<file path="config.mk">
export PLATFORM = sky130hd
export DESIGN_NAME = cfg_port_init_sequencer
export DESIGN_NICKNAME = d
export VERILOG_FILES = /design/src/design/cfg_port_pkg.sv /design/src/design/cfg_port_init_sequencer.sv
export SDC_FILE = /design/constraint.sdc
export NUM_CORES = 1
export LEC_CHECK = 0
export CAP_MARGIN = 20
export CORE_MARGIN = 2
export CORE_UTILIZATION = 50
export DETAILED_ROUTE_END_ITERATION = 12
export DONT_BUFFER_PORTS = 1
export PLACE_DENSITY = 0.68
export SYNTH_ARGS = -nofsm -noshare
export SYNTH_HDL_FRONTEND = slang
export SYNTH_SLANG_ARGS = --single-unit
</file>
<file path="constraint.sdc">
create_clock -name sys_clk -period 3.35 [get_ports sys_clk]
set_clock_uncertainty 0.15 [all_clocks]
set_input_delay 0.67 -clock sys_clk [delete_from_list [all_inputs] [get_ports sys_clk]]
set_output_delay 0.67 -clock sys_clk [all_outputs]
set_load 0.02 [all_outputs]
</file>
<file path="src/design/cfg_port_pkg.sv">
// Shared constants and types for the configuration port and start-up sequencer.
package cfg_port_pkg;
   // ======================================================================
   // Timing.
   localparam int    CLK_PERIOD_PS     = 10000;
   localparam int    INIT_LOW_TIME_NS  = 50000;
   localparam int    INIT_LOW_CYC      = (INIT_LOW_TIME_NS * 1000 + CLK_PERIOD_PS - 1)
                                         / CLK_PERIOD_PS;
   localparam int    TIMER_W           = 16;
   // ======================================================================
   // Widths, encodings and instruction codes.
   localparam int    IR_W              = 8;
   localparam int    BYTE_W            = 8;
   localparam int    BUF_DEPTH         = 2;
   localparam int    CNT_W             = 4;
   localparam logic [CNT_W-1:0] BYTE_BITS = 4'h8;
   localparam logic [IR_W-1:0]  IR_LOAD      = 8'h3A;
   localparam logic [IR_W-1:0]  IR_CAPTURE   = 8'h01;
   localparam logic [1:0]       WIDTH_SINGLE = 2'h0;
   localparam logic [1:0]       WIDTH_DUAL   = 2'h1;
   localparam logic [1:0]       WIDTH_QUAD   = 2'h2;
   // Bit positions of the shared pins in the hand-over vector.
   localparam int    PIN_CLK = 0;
   localparam int    PIN_SEL = 1;
   localparam int    PIN_D0  = 2;
   localparam int    PIN_D1  = 3;
   localparam int    PIN_D2  = 4;
   localparam int    PIN_D3  = 5;
   localparam int    NPINS   = 6;
   // ======================================================================
   // Types.
   typedef enum logic [1:0] {CTL_INIT = 2'h0, CTL_CONFIG = 2'h1, CTL_USER = 2'h3} ctl_state_t;
   typedef enum logic [3:0] {
      TAP_RESET = 4'h0, TAP_IDLE = 4'h1, TAP_SEL_DR = 4'h3, TAP_CAP_DR = 4'h2,
      TAP_SH_DR = 4'h6, TAP_EX1_DR = 4'h7, TAP_PAU_DR = 4'h5, TAP_EX2_DR = 4'h4,
      TAP_UPD_DR = 4'hC, TAP_SEL_IR = 4'hD, TAP_CAP_IR = 4'hF, TAP_SH_IR = 4'hE,
      TAP_EX1_IR = 4'hA, TAP_PAU_IR = 4'hB, TAP_EX2_IR = 4'h9, TAP_UPD_IR = 4'h8
   } tap_state_t;
   typedef struct packed {
      logic prog_n;
      logic init_line;
      logic d3;
      logic d2;
      logic d1;
      logic d0;
      logic tdi_sel;
      logic tms_sel;
      logic tck_clk;
   } pin_in_t;
   localparam int    PIN_IN_W = $bits(pin_in_t);
   typedef struct packed {
      logic       spi_en;
      logic [1:0] spi_width;
      logic       i2c_en;
   } keep_bits_t;
endpackage

</file>
<file path="src/design/cfg_port_init_sequencer.sv">
// Shared configuration pins, JTAG TAP, slave SPI receiver and start-up sequencer.
//
// Contract
// [RULE1] Capture on test-clock rise, output on fall.
// [RULE2] TAP state holds while test clock stops.
// [RULE3] TMS sampled on rise steps TAP.
// [RULE4] TDO driven only in Shift-IR/Shift-DR.
// [RULE5] SPI mode: test clock is SPI clock.
// [RULE6] SPI mode: test-mode pin is select, low.
// [RULE7] spi_data0 is serial input, bit 0.
// [RULE8] spi_data1 is serial output, bit 1.
// [RULE9] Quad mode: spi_data2/3 are bits 2/3.
// [RULE10] I2C mode: data2 clock, data3 data.
// [RULE11] Keep bits decide ports kept in user mode.
// [RULE12] Kept SPI keeps pins; quad adds data2/3.
// [RULE13] Kept I2C keeps clock and data lines.
// [RULE14] JTAG in user mode follows enable pin.
// [RULE15] Power-on reset holds all pins high-Z.
// [RULE16] After reset drive init and done low.
// [RULE17] Both low means initialization state.
// [RULE18] Initialization clears configuration memory.
// [RULE19] Leave init after timer, request, line high.
// [RULE20] Before configuration, GPIO tri-stated, pulled down.
// [RULE21] Unused GPIO stay tri-stated, pulled down.
// [RULE22] Init line released high enters configuration.
// [RULE23] Program request low restarts at initialization.
// [RULE24] Init timer is parameter, starts on entry.
`timescale 1ns/1ps
`default_nettype none
module cfg_port_init_sequencer #(
   parameter int INIT_LOW_CYC = cfg_port_pkg::INIT_LOW_CYC
) (
   input  wire logic                    sys_clk,
   input  wire logic                    rstn,
   input  wire logic                    jtag_port_enable,
   input  wire logic                    i2c_mode_sel,
   input  wire logic [1:0]              spi_bus_width,
   input  wire cfg_port_pkg::keep_bits_t port_keep_bits,
   input  wire logic                    cfg_complete,
   input  wire logic                    program_request_n,
   input  wire logic                    tck_sclk_in,
   input  wire logic                    tms_select_in,
   input  wire logic                    tdi_data0_in,
   input  wire logic                    spi_data1_in,
   output logic                         spi_data1_out,
   output logic                         spi_data1_oe,
   input  wire logic                    spi_data2_in,
   output logic                         spi_data2_oe,
   input  wire logic                    spi_data3_in,
   output logic                         spi_data3_oe,
   input  wire logic                    init_status_in,
   output logic                         init_status_out,
   output logic                         init_status_oe,
   input  wire logic                    done_in,
   output logic                         done_out,
   output logic                         done_oe,
   input  wire logic [7:0]              spi_read_byte,
   output logic [7:0]                   cfg_byte_data,
   output logic                         cfg_byte_valid,
   input  wire logic                    cfg_byte_ready,
   output logic                         cfg_buf_ready,
   output logic                         cfg_mem_clear,
   output logic                         gpio_tristate,
   output logic                         gpio_pulldown,
   output logic [cfg_port_pkg::NPINS-1:0] pins_to_user,
   output logic                         i2c_port_active,
   output logic                         user_mode
);
   // ======================================================================
   // Pin synchronisers: three stages, a change counts when stages 2 and 3 agree.
   cfg_port_pkg::pin_in_t pin_raw;
   logic [cfg_port_pkg::PIN_IN_W-1:0] s1_reg, s2_reg, s3_reg, stab_reg, prev_reg;
   cfg_port_pkg::pin_in_t pin, pin_prev;
   // The test clock idles low, so its stages reset low; resetting them high would fake an edge.
   localparam logic [cfg_port_pkg::PIN_IN_W-1:0] SYNC_RST = ~cfg_port_pkg::PIN_IN_W'(1);
   assign pin_raw = '{prog_n: program_request_n, init_line: init_status_in, d3: spi_data3_in,
                      d2: spi_data2_in, d1: spi_data1_in, d0: tdi_data0_in,
                      tdi_sel: tdi_data0_in, tms_sel: tms_select_in, tck_clk: tck_sclk_in};
   genvar gi;
   generate
      for (gi = 0; gi < cfg_port_pkg::PIN_IN_W; gi++)
      begin : g_sync
         always_ff @(posedge sys_clk or negedge rstn)
         begin
            if (!rstn)
            begin
               s1_reg[gi]   <= SYNC_RST[gi];
               s2_reg[gi]   <= SYNC_RST[gi];
               s3_reg[gi]   <= SYNC_RST[gi];
               stab_reg[gi] <= SYNC_RST[gi];
               prev_reg[gi] <= SYNC_RST[gi];
            end
            else
            begin
               s1_reg[gi]   <= pin_raw[gi];
               s2_reg[gi]   <= s1_reg[gi];
               s3_reg[gi]   <= s2_reg[gi];
               stab_reg[gi] <= (s2_reg[gi] == s3_reg[gi]) ? s3_reg[gi] : stab_reg[gi];
               prev_reg[gi] <= stab_reg[gi];
            end
         end
      end
   endgenerate
   assign pin      = cfg_port_pkg::pin_in_t'(stab_reg);
   assign pin_prev = cfg_port_pkg::pin_in_t'(prev_reg);
   wire clk_rise = pin.tck_clk & ~pin_prev.tck_clk;
   wire clk_fall = ~pin.tck_clk & pin_prev.tck_clk;

   // ======================================================================
   // Start-up sequencer.
   cfg_port_pkg::ctl_state_t    ctl_reg, ctl_next;
   logic [cfg_port_pkg::TIMER_W-1:0] timer_reg;
   logic                         init_drive_reg, done_drive_reg;
   cfg_port_pkg::keep_bits_t     keep_reg;
   wire timer_done = (timer_reg == cfg_port_pkg::TIMER_W'(INIT_LOW_CYC - 1));
   wire init_ready = timer_done & pin.prog_n;
   always_comb
   begin
      ctl_next = ctl_reg;
      case (ctl_reg)
         cfg_port_pkg::CTL_INIT:
            if (init_ready && !init_drive_reg && pin.init_line)
               ctl_next = cfg_port_pkg::CTL_CONFIG;     // [RULE19] [RULE22]
         cfg_port_pkg::CTL_CONFIG:
            if (cfg_complete)
               ctl_next = cfg_port_pkg::CTL_USER;
         cfg_port_pkg::CTL_USER:
            ctl_next = cfg_port_pkg::CTL_USER;
         default:
            ctl_next = cfg_port_pkg::CTL_INIT;
      endcase
      if (!pin.prog_n)
         ctl_next = cfg_port_pkg::CTL_INIT;            // [RULE23]
   end
   wire enter_init = (ctl_next == cfg_port_pkg::CTL_INIT) && (ctl_reg != cfg_port_pkg::CTL_INIT);
   // The power-on reset leaves every enable low, so all pins float while it is active.
   always_ff @(posedge sys_clk or negedge rstn)
   begin
      if (!rstn)
      begin
         ctl_reg        <= cfg_port_pkg::CTL_INIT;     // [RULE17]
         timer_reg      <= '0;
         init_drive_reg <= 1'b0;                       // [RULE15]
         done_drive_reg <= 1'b0;
         keep_reg       <= '0;
      end
      else
      begin
         ctl_reg        <= ctl_next;
         timer_reg      <= (enter_init || !pin.prog_n) ? '0 :
                           (ctl_reg == cfg_port_pkg::CTL_INIT && !timer_done) ?
                           timer_reg + 1'b1 : timer_reg;          // [RULE24]
         init_drive_reg <= (ctl_next == cfg_port_pkg::CTL_INIT) && !(init_ready && !enter_init);
         done_drive_reg <= (ctl_next != cfg_port_pkg::CTL_USER);  // [RULE16]
         keep_reg       <= (ctl_next == cfg_port_pkg::CTL_INIT) ? '0 :
                           (ctl_next == cfg_port_pkg::CTL_USER &&
                            ctl_reg == cfg_port_pkg::CTL_CONFIG) ? port_keep_bits : keep_reg;
      end
   end
   assign init_status_out = 1'b0;
   assign init_status_oe  = init_drive_reg;            // [RULE16]
   assign done_out        = 1'b0;
   assign done_oe         = done_drive_reg;
   assign cfg_mem_clear   = (ctl_reg == cfg_port_pkg::CTL_INIT);  // [RULE18]
   assign user_mode       = (ctl_reg == cfg_port_pkg::CTL_USER);
   // Without a user design inside this block every GPIO stays parked.
   assign gpio_tristate   = 1'b1;                      // [RULE20] [RULE21]
   assign gpio_pulldown   = 1'b1;

   // ======================================================================
   // Port selection.
   wire jtag_active = jtag_port_enable;                // [RULE14]
   wire i2c_active  = !jtag_active && (user_mode ? keep_reg.i2c_en : i2c_mode_sel); // [RULE13]
   wire spi_active  = !jtag_active && (user_mode ? keep_reg.spi_en : !i2c_mode_sel); // [RULE11]
   wire [1:0] width = user_mode ? keep_reg.spi_width : spi_bus_width;
   wire quad_active = spi_active && !i2c_active && (width == cfg_port_pkg::WIDTH_QUAD); // [RULE12]
   assign i2c_port_active = i2c_active;                // [RULE10]
   always_comb
   begin
      pins_to_user = '0;
      if (user_mode)
      begin
         pins_to_user[cfg_port_pkg::PIN_CLK] = !jtag_active && !spi_active;
         pins_to_user[cfg_port_pkg::PIN_SEL] = !jtag_active && !spi_active;
         pins_to_user[cfg_port_pkg::PIN_D0]  = !jtag_active && !spi_active;
         pins_to_user[cfg_port_pkg::PIN_D1]  = !jtag_active && !spi_active;
         pins_to_user[cfg_port_pkg::PIN_D2]  = !quad_active && !i2c_active;
         pins_to_user[cfg_port_pkg::PIN_D3]  = !quad_active && !i2c_active;
      end
   end

   // ======================================================================
   // JTAG TAP, stepped only by edges of the sampled test clock, so a stopped clock freezes it.
   function automatic cfg_port_pkg::tap_state_t tap_step(cfg_port_pkg::tap_state_t s,
                                                         logic tms);
      case (s)
         cfg_port_pkg::TAP_RESET:  tap_step = tms ? cfg_port_pkg::TAP_RESET  : cfg_port_pkg::TAP_IDLE;
         cfg_port_pkg::TAP_IDLE:   tap_step = tms ? cfg_port_pkg::TAP_SEL_DR : cfg_port_pkg::TAP_IDLE;
         cfg_port_pkg::TAP_SEL_DR: tap_step = tms ? cfg_port_pkg::TAP_SEL_IR : cfg_port_pkg::TAP_CAP_DR;
         cfg_port_pkg::TAP_CAP_DR: tap_step = tms ? cfg_port_pkg::TAP_EX1_DR : cfg_port_pkg::TAP_SH_DR;
         cfg_port_pkg::TAP_SH_DR:  tap_step = tms ? cfg_port_pkg::TAP_EX1_DR : cfg_port_pkg::TAP_SH_DR;
         cfg_port_pkg::TAP_EX1_DR: tap_step = tms ? cfg_port_pkg::TAP_UPD_DR : cfg_port_pkg::TAP_PAU_DR;
         cfg_port_pkg::TAP_PAU_DR: tap_step = tms ? cfg_port_pkg::TAP_EX2_DR : cfg_port_pkg::TAP_PAU_DR;
         cfg_port_pkg::TAP_EX2_DR: tap_step = tms ? cfg_port_pkg::TAP_UPD_DR : cfg_port_pkg::TAP_SH_DR;
         cfg_port_pkg::TAP_UPD_DR: tap_step = tms ? cfg_port_pkg::TAP_SEL_DR : cfg_port_pkg::TAP_IDLE;
         cfg_port_pkg::TAP_SEL_IR: tap_step = tms ? cfg_port_pkg::TAP_RESET  : cfg_port_pkg::TAP_CAP_IR;
         cfg_port_pkg::TAP_CAP_IR: tap_step = tms ? cfg_port_pkg::TAP_EX1_IR : cfg_port_pkg::TAP_SH_IR;
         cfg_port_pkg::TAP_SH_IR:  tap_step = tms ? cfg_port_pkg::TAP_EX1_IR : cfg_port_pkg::TAP_SH_IR;
         cfg_port_pkg::TAP_EX1_IR: tap_step = tms ? cfg_port_pkg::TAP_UPD_IR : cfg_port_pkg::TAP_PAU_IR;
         cfg_port_pkg::TAP_PAU_IR: tap_step = tms ? cfg_port_pkg::TAP_EX2_IR : cfg_port_pkg::TAP_PAU_IR;
         cfg_port_pkg::TAP_EX2_IR: tap_step = tms ? cfg_port_pkg::TAP_UPD_IR : cfg_port_pkg::TAP_SH_IR;
         cfg_port_pkg::TAP_UPD_IR: tap_step = tms ? cfg_port_pkg::TAP_SEL_DR : cfg_port_pkg::TAP_IDLE;
         default:                  tap_step = cfg_port_pkg::TAP_RESET;
      endcase
   endfunction
   cfg_port_pkg::tap_state_t          tap_reg;
   logic [cfg_port_pkg::IR_W-1:0]     ir_reg, ir_sh_reg;
   logic [cfg_port_pkg::BYTE_W-1:0]   dr_sh_reg;
   logic                              byp_reg, tdo_reg, tdo_oe_reg;
   wire tck_rise   = jtag_active & clk_rise;
   wire tck_fall   = jtag_active & clk_fall;
   wire in_shift   = (tap_reg == cfg_port_pkg::TAP_SH_IR) || (tap_reg == cfg_port_pkg::TAP_SH_DR);
   wire load_sel   = (ir_reg == cfg_port_pkg::IR_LOAD);
   wire jtag_push  = tck_rise && (tap_reg == cfg_port_pkg::TAP_UPD_DR) && load_sel;
   wire tdo_bit    = (tap_reg == cfg_port_pkg::TAP_SH_IR) ? ir_sh_reg[0] :
                     load_sel ? dr_sh_reg[0] : byp_reg;
   always_ff @(posedge sys_clk or negedge rstn)
   begin
      if (!rstn)
      begin
         tap_reg    <= cfg_port_pkg::TAP_RESET;
         ir_reg     <= '1;
         ir_sh_reg  <= '0;
         dr_sh_reg  <= '0;
         byp_reg    <= 1'b0;
         tdo_reg    <= 1'b0;
         tdo_oe_reg <= 1'b0;
      end
      else
      begin
         if (tck_rise)
         begin
            tap_reg <= tap_step(tap_reg, pin.tms_sel);                       // [RULE3]
            case (tap_reg)
               cfg_port_pkg::TAP_RESET:  ir_reg    <= '1;
               cfg_port_pkg::TAP_CAP_IR: ir_sh_reg <= cfg_port_pkg::IR_CAPTURE;
               cfg_port_pkg::TAP_SH_IR:  ir_sh_reg <= {pin.tdi_sel, ir_sh_reg[cfg_port_pkg::IR_W-1:1]}; // [RULE1]
               cfg_port_pkg::TAP_UPD_IR: ir_reg    <= ir_sh_reg;
               cfg_port_pkg::TAP_CAP_DR: byp_reg   <= 1'b0;
               cfg_port_pkg::TAP_SH_DR:
               begin
                  dr_sh_reg <= {pin.tdi_sel, dr_sh_reg[cfg_port_pkg::BYTE_W-1:1]}; // [RULE1]
                  byp_reg   <= pin.tdi_sel;
               end
               default:                  byp_reg   <= byp_reg;
            endcase
         end
         if (tck_fall)
         begin
            tdo_reg    <= tdo_bit;                                           // [RULE1]
            tdo_oe_reg <= in_shift;                                          // [RULE4]
         end
         if (!jtag_active)
            tdo_oe_reg <= 1'b0;
      end
   end

   // ======================================================================
   // Slave SPI: sampled clock, low-active select, one, two or four lanes.
   logic [cfg_port_pkg::BYTE_W-1:0] rx_sh_reg, tx_sh_reg;
   logic [cfg_port_pkg::CNT_W-1:0]  rx_cnt_reg;
   logic                            so_reg, so_oe_reg;
   wire sel_active = spi_active && !pin.tms_sel;                           // [RULE6]
   wire sclk_rise  = sel_active & clk_rise;                                // [RULE5]
   wire sclk_fall  = sel_active & clk_fall;
   wire sel_fall   = spi_active & !pin.tms_sel & pin_prev.tms_sel;
   wire single     = (width == cfg_port_pkg::WIDTH_SINGLE);
   wire [cfg_port_pkg::CNT_W-1:0] step = single ? 4'h1 :
                                         (width == cfg_port_pkg::WIDTH_DUAL) ? 4'h2 : 4'h4;
   wire [cfg_port_pkg::BYTE_W-1:0] rx_next =
        single ? {rx_sh_reg[6:0], pin.d0} :                                // [RULE7]
        (width == cfg_port_pkg::WIDTH_DUAL) ? {rx_sh_reg[5:0], pin.d1, pin.d0} : // [RULE8]
        {rx_sh_reg[3:0], pin.d3, pin.d2, pin.d1, pin.d0};                  // [RULE9]
   wire [cfg_port_pkg::CNT_W-1:0] cnt_next = rx_cnt_reg + step;
   wire spi_push = sclk_rise && (cnt_next == cfg_port_pkg::BYTE_BITS);
   always_ff @(posedge sys_clk or negedge rstn)
   begin
      if (!rstn)
      begin
         rx_sh_reg  <= '0;
         rx_cnt_reg <= '0;
         tx_sh_reg  <= '0;
         so_reg     <= 1'b0;
         so_oe_reg  <= 1'b0;
      end
      else
      begin
         if (!sel_active)
            rx_cnt_reg <= '0;
         else if (sclk_rise)
         begin
            rx_sh_reg  <= rx_next;
            rx_cnt_reg <= spi_push ? '0 : cnt_next;
         end
         if (sel_fall)
            tx_sh_reg <= spi_read_byte;
         else if (sclk_fall && single)
         begin
            so_reg    <= tx_sh_reg[cfg_port_pkg::BYTE_W-1];                // [RULE8]
            tx_sh_reg <= {tx_sh_reg[6:0], 1'b0};
         end
         so_oe_reg <= sel_active && single;
      end
   end
   assign spi_data1_out = jtag_active ? tdo_reg : so_reg;
   assign spi_data1_oe  = jtag_active ? tdo_oe_reg : so_oe_reg;            // [RULE4]
   // Read-back uses the single lane only; dual and quad lanes are always inputs.
   assign spi_data2_oe  = 1'b0;
   assign spi_data3_oe  = 1'b0;

   // ======================================================================
   // Two-entry buffer between the receivers and the configuration engine.
   logic [cfg_port_pkg::BYTE_W-1:0] buf_mem [cfg_port_pkg::BUF_DEPTH];
   logic                            wr_ptr_reg, rd_ptr_reg;
   logic [1:0]                      count_reg;
   wire push  = (jtag_push || spi_push) && cfg_buf_ready;
   wire pop   = cfg_byte_valid && cfg_byte_ready;
   wire [cfg_port_pkg::BYTE_W-1:0] push_data = jtag_push ? dr_sh_reg : rx_next;
   assign cfg_buf_ready  = (count_reg != 2'(cfg_port_pkg::BUF_DEPTH));
   assign cfg_byte_valid = (count_reg != 2'h0);
   assign cfg_byte_data  = buf_mem[rd_ptr_reg];
   always_ff @(posedge sys_clk or negedge rstn)
   begin
      if (!rstn)
      begin
         buf_mem[0] <= '0;
         buf_mem[1] <= '0;
         wr_ptr_reg <= 1'b0;
         rd_ptr_reg <= 1'b0;
         count_reg  <= 2'h0;
      end
      else
      begin
         if (push)
            buf_mem[wr_ptr_reg] <= push_data;
         wr_ptr_reg <= wr_ptr_reg ^ push;
         rd_ptr_reg <= rd_ptr_reg ^ pop;
         count_reg  <= count_reg + 2'(push) - 2'(pop);
      end
   end

   // ======================================================================
   // Checks.
   property p_tdo_hiz;
      @(posedge sys_clk) disable iff (!rstn)
      (tck_fall && !in_shift) |=> !spi_data1_oe;
   endproperty
   a_tdo_hiz: assert property (p_tdo_hiz) else $error("TDO driven outside shift states"); // [RULE4]
   property p_tap_tlr_hold;
      @(posedge sys_clk) disable iff (!rstn)
      (tck_rise && pin.tms_sel && tap_reg == cfg_port_pkg::TAP_RESET) |=>
      (tap_reg == cfg_port_pkg::TAP_RESET);
   endproperty
   a_tap_tlr_hold: assert property (p_tap_tlr_hold) else $error("TAP left reset with TMS high"); // [RULE3]
   property p_tap_static;
      @(posedge sys_clk) disable iff (!rstn)
      (!clk_rise) |=> $stable(tap_reg);
   endproperty
   a_tap_static: assert property (p_tap_static) else $error("TAP moved without clock edge"); // [RULE2]
   property p_init_drive;
      @(posedge sys_clk) disable iff (!rstn)
      (ctl_reg == cfg_port_pkg::CTL_INIT && !timer_done) ##1
      (ctl_reg == cfg_port_pkg::CTL_INIT) |-> init_status_oe && done_oe;
   endproperty
   a_init_drive: assert property (p_init_drive) else $error("init or done not driven low"); // [RULE16]
   property p_to_config;
      @(posedge sys_clk) disable iff (!rstn)
      (ctl_reg == cfg_port_pkg::CTL_INIT) ##1 (ctl_reg == cfg_port_pkg::CTL_CONFIG) |->
      $past(pin.init_line) && $past(pin.prog_n) && $past(timer_done);
   endproperty
   a_to_config: assert property (p_to_config) else $error("left init too early"); // [RULE19]
   property p_restart;
      @(posedge sys_clk) disable iff (!rstn)
      (!pin.prog_n && ctl_reg != cfg_port_pkg::CTL_INIT) |=>
      (ctl_reg == cfg_port_pkg::CTL_INIT) && (timer_reg == '0);
   endproperty
   a_restart: assert property (p_restart) else $error("program request did not restart"); // [RULE23]
   property p_clear;
      @(posedge sys_clk) disable iff (!rstn)
      (ctl_reg == cfg_port_pkg::CTL_INIT) |-> cfg_mem_clear && keep_reg == '0 ##1 1'b1;
   endproperty
   a_clear: assert property (p_clear) else $error("memory not cleared in init"); // [RULE18]
   property p_jtag_user;
      @(posedge sys_clk) disable iff (!rstn)
      user_mode |-> (pins_to_user[cfg_port_pkg::PIN_CLK] == (!jtag_port_enable && !spi_active));
   endproperty
   a_jtag_user: assert property (p_jtag_user) else $error("JTAG pin hand-over wrong"); // [RULE14]
   property p_quad_pins;
      @(posedge sys_clk) disable iff (!rstn)
      (user_mode && !keep_reg.i2c_en && !jtag_port_enable && keep_reg.spi_en &&
       keep_reg.spi_width == cfg_port_pkg::WIDTH_QUAD) |-> !pins_to_user[cfg_port_pkg::PIN_D2];
   endproperty
   a_quad_pins: assert property (p_quad_pins) else $error("quad pins released"); // [RULE12]
endmodule
`default_nettype wire

</file>
Yosys cells after proc, flatten, opt, wreduce, memory -nomap -nowiden
Index checks and enable logic that the tools add are counted.
Storage, ports and cells
  register bits after elaboration: 130
  bits of input ports: 29
  output and inout port bits: 29
  word-level logic and storage cells: 223
Cells by class
  add/sub/neg operators: 4
  order comparisons: 3
  eq/ne operators: 35
  muxes and demuxes: 50
  bitwise operators: 16
  reduce and logical (&&, ||, !) cells: 57
Operator list (count)
  $mux 8: 9
  $pmux 4 s12: 1
  $eq 4x4->1 const B: 9
  $mux 4: 9
  $mux 16: 2
  $pmux 8 s2: 2
  $logic_and 1x1->1: 22
  $add 16x1->16 const B: 1
  $bwmux 16: 1
  $eq 16x13->1 const B: 1
  $eq 4x3->1 const B: 4
  $reduce_bool 2->1: 8
  $mux 2: 7
  $mux 3: 4
  $reduce_and 2->1: 6
  $logic_not 1->1: 11
  $mux 1: 11
  $and 1x1->1: 9
  $demux 8 s1: 1
  $eq 1x1->1: 8
  $eq 4x2->1 const B: 2
  $eq 8x6->1 const B: 1
  $eq 2x2->1 const B: 3
  $logic_not 2->1: 3
  19 further kinds: 30

Logic depth before layout (Yosys ltp)
Gate-level depths: netlist of run 1.
  depth after elaboration: 13
  gate-level depth with buffers: 17
  mapped depth without buffers: 15

Worst setup path before layout of run 1
No wires, ideal clock.
  path type: input-to-reg
  start: input port spi_bus_width[1]
  end: register count_reg[1]
  setup time: 0.111 ns
  arrival time: 3.500 ns
  required time: 3.089 ns
  slack: -0.411 ns
  stages on the path: 16
  buffers on the path: 2
  cells stage by stage: a21bo_2 > and2_1 > buf_2 > o21ai_2 > inv_1 > ha_1 > and3_1 > or3_1 > nand4_4 > buf_6 > a21boi_2 > xnor2_1 > ha_1 > and4b_1 > and3_1 > a2111oi_2
On the way
  cells in the longest elaborated chain, start to end: 11
  elaborated cells on any way between the ends: 12
  classes of those cells: add/sub: 3; eq/ne: 2; mux: 3; reduce/logical: 4
Ends and longest elaborated chain
  start, declared: RTL line cfg_port_init_sequencer.sv:37  | input wire logic [1:0] spi_bus_width,
  $mux 2 *: RTL line cfg_port_init_sequencer.sv:175  | wire [1:0] width = user_mode ? keep_reg.spi_width : spi_bus_width;
  $eq 2x1->1: RTL line cfg_port_init_sequencer.sv:279  | (width == cfg_port_pkg::WIDTH_DUAL) ? 4'h2 : 4'h4;
  $mux 3: RTL line cfg_port_init_sequencer.sv:279
  $mux 3 *: RTL line cfg_port_init_sequencer.sv:278  | wire [cfg_port_pkg::CNT_W-1:0] step = single ? 4'h1 :
  $add 4x3->4 *: RTL line cfg_port_init_sequencer.sv:284  | wire [cfg_port_pkg::CNT_W-1:0] cnt_next = rx_cnt_reg + step;
  $eq 4x4->1 *: RTL line cfg_port_init_sequencer.sv:285  | wire spi_push = sclk_rise && (cnt_next == cfg_port_pkg::BYTE_BITS);
  $logic_and 1x1->1 *: RTL line cfg_port_init_sequencer.sv:285
  $logic_or 1x1->1 *: RTL line cfg_port_init_sequencer.sv:326  | wire push = (jtag_push || spi_push) && cfg_buf_ready;
  $logic_and 1x1->1 *: RTL line cfg_port_init_sequencer.sv:326
  $add 2x1->2 *: RTL line cfg_port_init_sequencer.sv:348  | count_reg <= count_reg + 2'(push) - 2'(pop);
  $sub 2x1->2 *: RTL line cfg_port_init_sequencer.sv:348
  end signal, assigned: RTL line cfg_port_init_sequencer.sv:348
  end, declared: RTL line cfg_port_init_sequencer.sv:325  | logic [1:0] count_reg;
Mark *: on every way between the ends. The rest lies on a longest branch, timed or not.
A chain may end at the register's enable or synchronous reset.

Final worst setup path of run 1
  start: register ctl_reg[0]
  end: register count_reg[1]
On the way
  cells in the longest elaborated chain, start to end: 12
  elaborated cells on any way between the ends: 17
  classes of those cells: add/sub: 3; eq/ne: 3; mux: 4; bitwise: 1; reduce/logical: 6
Ends and longest elaborated chain
  start, declared: RTL line cfg_port_init_sequencer.sv:111  | cfg_port_pkg::ctl_state_t ctl_reg, ctl_next;
  start signal, assigned: RTL line cfg_port_init_sequencer.sv:141  | ctl_reg <= cfg_port_pkg::CTL_INIT;
  start signal, assigned: RTL line cfg_port_init_sequencer.sv:149  | ctl_reg <= ctl_next;
  $eq 2x2->1 *: RTL line cfg_port_init_sequencer.sv:165  | assign user_mode = (ctl_reg == cfg_port_pkg::CTL_USER);
  $mux 2: RTL line cfg_port_init_sequencer.sv:175
  $eq 2x1->1: RTL line cfg_port_init_sequencer.sv:279
  $mux 3: RTL line cfg_port_init_sequencer.sv:279
  $mux 3: RTL line cfg_port_init_sequencer.sv:278
  $add 4x3->4: RTL line cfg_port_init_sequencer.sv:284
  $eq 4x4->1: RTL line cfg_port_init_sequencer.sv:285
  $logic_and 1x1->1 *: RTL line cfg_port_init_sequencer.sv:285
  $logic_or 1x1->1 *: RTL line cfg_port_init_sequencer.sv:326
  $logic_and 1x1->1 *: RTL line cfg_port_init_sequencer.sv:326
  $add 2x1->2 *: RTL line cfg_port_init_sequencer.sv:348
  $sub 2x1->2 *: RTL line cfg_port_init_sequencer.sv:348
Marks and branches as above.

==> flow_summary.json, run 1 <==
{
  "syn_inst": 568,
  "finalCoreUtilization_pct": 58.2,
  "insertion_delay_ns": 0.42,
  "crit_fanout": 5,
  "drt-wirelength-per-cell_um": 15.9,
  "diodes": 0,
  "die_y_um": 115,
  "synth-main-ff-cell": "dfrtp_1",
  "register_area_um2": 3300,
  "final_cells": 761,
  "multiInputGateArea_um2": 2730,
  "drv_slew": 0,
  "track_usage_pct": 19.8,
  "totalWireLength_um": 12100,
  "crit_path_frequent_cell": "ha_2",
  "fillers": 1018,
  "grt_overflow": 0,
  "h-tree-depth": 4,
  "area_growth_pct": 13.4,
  "worst-slew-pin-transition_ns": 0.929,
  "ios": 58,
  "cp_cell_sequence": "nand2_4 -> mux2i_4 -> inv_1 -> ha_2 -> inv_2 -> fa_2 -> nor3b_4 -> nand4_4 -> a21boi_2 -> xnor2_1 -> ha_2 -> and4b_1 -> and3_4 -> a2111oi_4",
  "p_per_area_nw_per_um2": 633,
  "yosysWarningCount": 0,
  "crit_required_ns": 3.52,
  "r2r_cells": 14,
  "yosysTopAreaCellShare_pct": 37.6,
  "cts_tree": "yes",
  "cts_sinks": 130,
  "start_kind": "register",
  "fin_area_um2": 7020,
  "drive_above_1_share_pct": 26.8,
  "path_clk_slew_ns": 0.05,
  "viasPerCell": 5.47,
  "grt_start_max_net_pins": 131,
  "place_area_um2": 6440,
  "drv_cap": 0,
  "yosys.area.top_type": "dfrtp_1",
  "cp.arrival_ns": 3.46,
  "p_leak_uw": 0.00303,
  "dpl.cell_count": 726,
  "path_depth": 14,
  "violations": "negative hold slack",
  "coreArea_um2": 12100,
  "cpPeakStageDelay_ns": 0.58,
  "layout_min_cycle_time_ns": 3.29,
  "drc": 0,
  "antenna_left": 0,
  "drt_iter0_markers": 236,
  "hpwlAfterDp_um": 8290,
  "initial_utilization_pct": 51.3,
  "antenna_found_initial": 0,
  "cts_root_buffer": "clkbuf_16",
  "dr.pass1.iters": 5,
  "period_share_pct": 98.1,
  "numCtsBuffers": 17,
  "grt_pass1_wl_um": 20200,
  "slew_headroom_pct": 37.9,
  "fmax_ghz": 0.304,
  "cp_top_family": "adder cells",
  "rsz0062_at_grt": "yes",
  "power.total_uw": 4450,
  "first_global_vias": 4169,
  "yosysSeqAreaShare_pct": 53.3,
  "row_count": 40,
  "synth_area_um2": 6190,
  "io_buffers": 0,
  "path_class": "register to register",
  "die_x_um": 115,
  "final_hold_viol_count": 130,
  "ys_ff_latch": 130,
  "final_net_count": 616,
  "synth_enable_flop_cells": 0,
  "fin_hold_ws_ns": -0.204,
  "cpMaxStageDelayCell": "fa_2",
  "yosys-top-cells-area": "dfrtp_1 (38%), dfstp_2 (16%), mux2_2 (4.0%)",
  "irDropWorstVdd_mv": 0.568,
  "cts_buffer_depth": 2,
  "die-area_um2": 13300,
  "synthArstFlopShare_pct": 100,
  "endpoint_kind": "register",
  "setup_viol": 0,
  "status": "finished with violations",
  "ys_types": 79,
  "gp_congestion": 0.809,
  "hold_class": "input pin to async pin",
  "path_buf_inv": 2,
  "vias": 4164,
  "avgSynthCellArea_um2": 10.9
}
cell families after synthesis:
group | share of synthesized area [%]
DFF | 53.3
AOI/OAI and AO/OA | 13.7
adders and majority gates | 2.83
other | 0.121
buffers and inverters | 4.93
and+or+nand+nor | 15.4
muxes | 7.13
xor gates and xnor gates | 2.55
final timing paths:
| check | from | slack, ns | endpoint |
|---|---|---|---|
| setup / recovery | ctl_reg[0] | 0.06 | count_reg[1] |
| hold / removal | rstn | -0.20 | rd_ptr_reg |
| setup reg to reg | ctl_reg[0] | 0.06 | count_reg[1] |
| hold reg to reg | s1_reg[0] | 0.20 | s2_reg[0] |
| max in group asynchronous | rstn | 3.04 | s1_reg[1] |
| min in group sys_clk | spi_data1_in | 0.09 | s1_reg[4] |
timing repair:
action,4_1_cts,5_1_grt
resized for setup,0,9
buffers inserted,0,3
endpoints found under the setup margin,0,6
endpoints found under the hold margin,130,130
placed cells by master, fill, tap and decap left out, drive strengths merged, types with 5 or more instances in the layout:
cell type	netlist	layout
clkinv	0	8
a21oi	14	14
ha	6	6
nand3	17	17
xnor2	10	10
clkbuf	10	20
a21boi	5	5
o21ai	29	29
mux2i	19	19
a2bb2oi	8	8
and3	5	5
inv	27	27
nor3	9	9
nand4	9	9
xor2	8	8
dfstp	37	37
nor2	54	54
a31oi	19	19
o22ai	8	8
or2	5	5
maj3	8	8
mux2	22	22
conb	2	6
a22o	8	8
buf	21	20
dfrtp	93	93
nand2	59	59
per-layer routing:
metal	global-route usage, %	routed length (um)	vias to the layer above
li1	-	-	2019
met1	25.0	5420	2030
met2	30.9	5710	97
met3	6.69	737	18
met4	9.16	208	0
met5	0	0	-
cell usage after synthesis, drive strengths merged, types with 4 or more instances:
master and n:
nor3 9, a21boi 5, a22o 8, a2bb2oi 8, maj3 8, xnor2 10, and2 4, nand4 9
mux2 22, xor2 8, or2 5, buf 21, inv 27, nand2 59, clkbuf 10, nand3 17
a21oi 14, dfstp 37, nand2b 4, mux2i 19, dfrtp 93, ha 6, o21ai 29, o22ai 8
nor2b 4, and3 5, a31oi 19, nor2 54
through the flow:
step	worst slack [ns]	setup TNS, ns
floorplan	-0.0392	-0.0392
global placement	0.0379	0
detailed placement	-0.0350	-0.0350
CTS	0.0871	0
global route	-0.150	-0.197
finish	0.0624	0
final cells by class:
type                            count  share of cell area (%)
Multi-Input combinational cell    384                    38.8
Sequential cell                   130                    47.0
Clock buffer                       20                    6.22
Tap cell                          168                    2.99
Clock inverter                     12                    1.32
Timing Repair Buffer               20                    2.19
Inverter                           27                    1.44
power by group:
group          total [uW]  switching (uW)  internal, uW
logic                 725             384           340
clock network        1650             648          1000
registers            2070             226          1840
(Power assumes the default switching activity.)
==> run 2, diff against run 1 <==
--- a/config.mk
+++ b/config.mk
@@ -8,9 +8,11 @@
 export CAP_MARGIN = 20
 export CORE_MARGIN = 2
 export CORE_UTILIZATION = 50
+export CTS_BUF_LIST = sky130_fd_sc_hd__clkbuf_4 sky130_fd_sc_hd__clkbuf_8
 export DETAILED_ROUTE_END_ITERATION = 12
 export DONT_BUFFER_PORTS = 1
 export PLACE_DENSITY = 0.68
+export SETUP_SLACK_MARGIN = 0.2
 export SYNTH_ARGS = -nofsm -noshare
 export SYNTH_HDL_FRONTEND = slang
 export SYNTH_SLANG_ARGS = --single-unit
==> run 2 against run 1 <==
Effect of this change: the flow still finishes with violations (negative hold slack); setup slack worse by 0.013 ns; total power is 2.8% lower; worst hold slack worse by 0.029 ns; fmax is 0.40% lower; count of clock-buffer cells in the layout is 1 lower; sequential power hardly changed; critical path depth stayed put; sequential cell count stayed put; critical path type unchanged; largest power group unchanged.
==> flow_summary.json, run 2 (synthesis gave the netlist of run 1 again) <==
{
  "path_class": "register to register",
  "die-area_um2": 13300,
  "fmax_ghz": 0.303,
  "p_clk_share_pct": 34.9,
  "drt-wirelength-per-cell_um": 16.1,
  "path_clk_slew_ns": 0.07,
  "p_seq_share_pct": 47.9,
  "area_growth_pct": 13.3,
  "die_y_um": 115,
  "die_x_um": 115,
  "gp_congestion": 0.794,
  "multiInputGateArea_um2": 2750,
  "fin_hold_ws_ns": -0.233,
  "drc": 0,
  "violations": "negative hold slack",
  "drv_cap": 0,
  "endpoint_kind": "register",
  "crit_end": "count_reg[1]",
  "antenna_left": 0,
  "setup_viol": 0,
  "hpwlAfterDp_um": 8140,
  "p_switching_uw": 1230,
  "irDropWorstVdd_mv": 0.396,
  "hold_class": "input pin to async pin",
  "layout_commonest_cell": "dfrtp_1",
  "timing.reg2reg.setup_slack_ns": 0.05,
  "crit_path_start": "ctl_reg[1]",
  "p_comb_share_pct": 17.1,
  "crit_fanout": 6,
  "final_net_count": 621,
  "finalCoreUtilization_pct": 58.2,
  "row_count": 40,
  "ios": 58,
  "rsz0062_at_grt": "yes",
  "initial_utilization_pct": 51.3,
  "r2r-start": "ctl_reg[1]",
  "cts_tree": "yes",
  "worst-slew-pin-transition_ns": 0.959,
  "p_leak_uw": 0.00301,
  "period_share_pct": 98.5,
  "grt_pass1_wl_um": 20300,
  "coreArea_um2": 12100,
  "p_per_area_nw_per_um2": 616,
  "diodes": 0,
  "final_hold_viol_count": 117,
  "numCtsBuffers": 17,
  "totalWireLength_um": 12300,
  "grt_overflow": 0,
  "drt_iter0_markers": 349,
  "r2r-end": "count_reg[1]",
  "cts_root_buffer": "clkbuf_8",
  "cp_top_family": "simple AND/OR/NAND/NOR gates",
  "viasPerCell": 5.61,
  "io_buffers": 0,
  "path_depth": 14,
  "slew_headroom_pct": 35.8,
  "final_cell_mix": "dfrtp_1 (92), nand2_1 (57), nor2_1 (51)",
  "crit_required_ns": 3.54,
  "p_int_uw": 3090,
  "vias": 4295,
  "drive_above_1_share_pct": 28.1,
  "start_kind": "register",
  "cp_cell_sequence": "buf_4 -> a21bo_4 -> and2_4 -> inv_2 -> ha_4 -> a21o_1 -> or3_4 -> nand4_4 -> a21boi_2 -> xnor2_1 -> ha_2 -> and4b_1 -> and3_4 -> a2111oi_4",
  "register_area_um2": 3300,
  "insertion_delay_ns": 0.44,
  "layout_min_cycle_time_ns": 3.30,
  "grt_start_max_net_pins": 131,
  "path_buf_inv": 2,
  "track_usage_pct": 19.7,
  "cts_buffer_depth": 2,
  "fillers": 1021,
  "cp.arrival_ns": 3.49,
  "cts_sinks": 130,
  "antenna_found_initial": 0,
  "cpMaxStageDelayCell": "dfrtp_2",
  "drv_slew": 0,
  "dr.pass1.iters": 6,
  "switching_share_pct": 28.6,
  "cpPeakStageDelay_ns": 0.44,
  "status": "finished with violations",
  "r2r_cells": 14,
  "h-tree-depth": 4,
  "first_global_vias": 4273
}
## run 2: what timing repair did
item | 4_1_cts | 5_1_grt
endpoints found under the hold margin | 130 | 130
resized for setup | 1 | 12
endpoints found under the setup margin | 1 | 8
pin swaps | 1 | 8
gates cloned | 0 | 1
setup buffers | 1 | 8
## run 2: how the worst min path moves through the flow
stage                 endpoint  slack [ns]  depth (start not counted)
finish              buf_mem[3]       -0.23                          0
global route           done_oe       -0.27                          0
floorplan            s2_reg[0]        0.18                          0
CTS                 buf_mem[3]       -0.26                          0
detailed placement   s2_reg[0]        0.18                          0
global placement     s2_reg[0]        0.19                          0
## run 2: routing by layer
layer	share of wire (%)	up-vias	global-route usage [%]
met5	0	-	0
met4	1.8	0	9.80
met3	6.9	22	6.85
met2	47	130	29.9
met1	45	2114	25.4
li1	-	2029	-
## run 2: power by group through the flow
stage                     logic (uW)  clock network, uW  registers (uW)
after floorplan                  642                  0            1990
after CTS                        707               1550            2070
after detailed placement         703                  0            2090
after global routing             828               1620            2100
final                            741               1510            2070
after global placement           679                  0            2080
## run 2: layout make-up
class                      count  share of cell area [%]
inverter                      27                    1.44
timing repair buffer          25                    2.75
multi-input combinational    384                    39.2
sequential                   130                    47.0
clock buffer                  19                    3.55
clock inverter                13                    3.00
tap                          168                    3.00
## run 2: metrics by stage
step	total power (uW)	std cells	worst slack [ns]	instance area [um2]	setup TNS, ns
5_1_grt	4550	766	-0.0964	7020	-0.0964
3_3_place_gp	2760	723	0.0568	6410	0
3_5_place_dp	2790	723	-0.0302	6410	-0.0302
2_1_floorplan	2630	572	-0.0392	6300	-0.0392
6_report	4320	766	0.0493	7020	0
4_1_cts	4320	756	0.136	6880	0
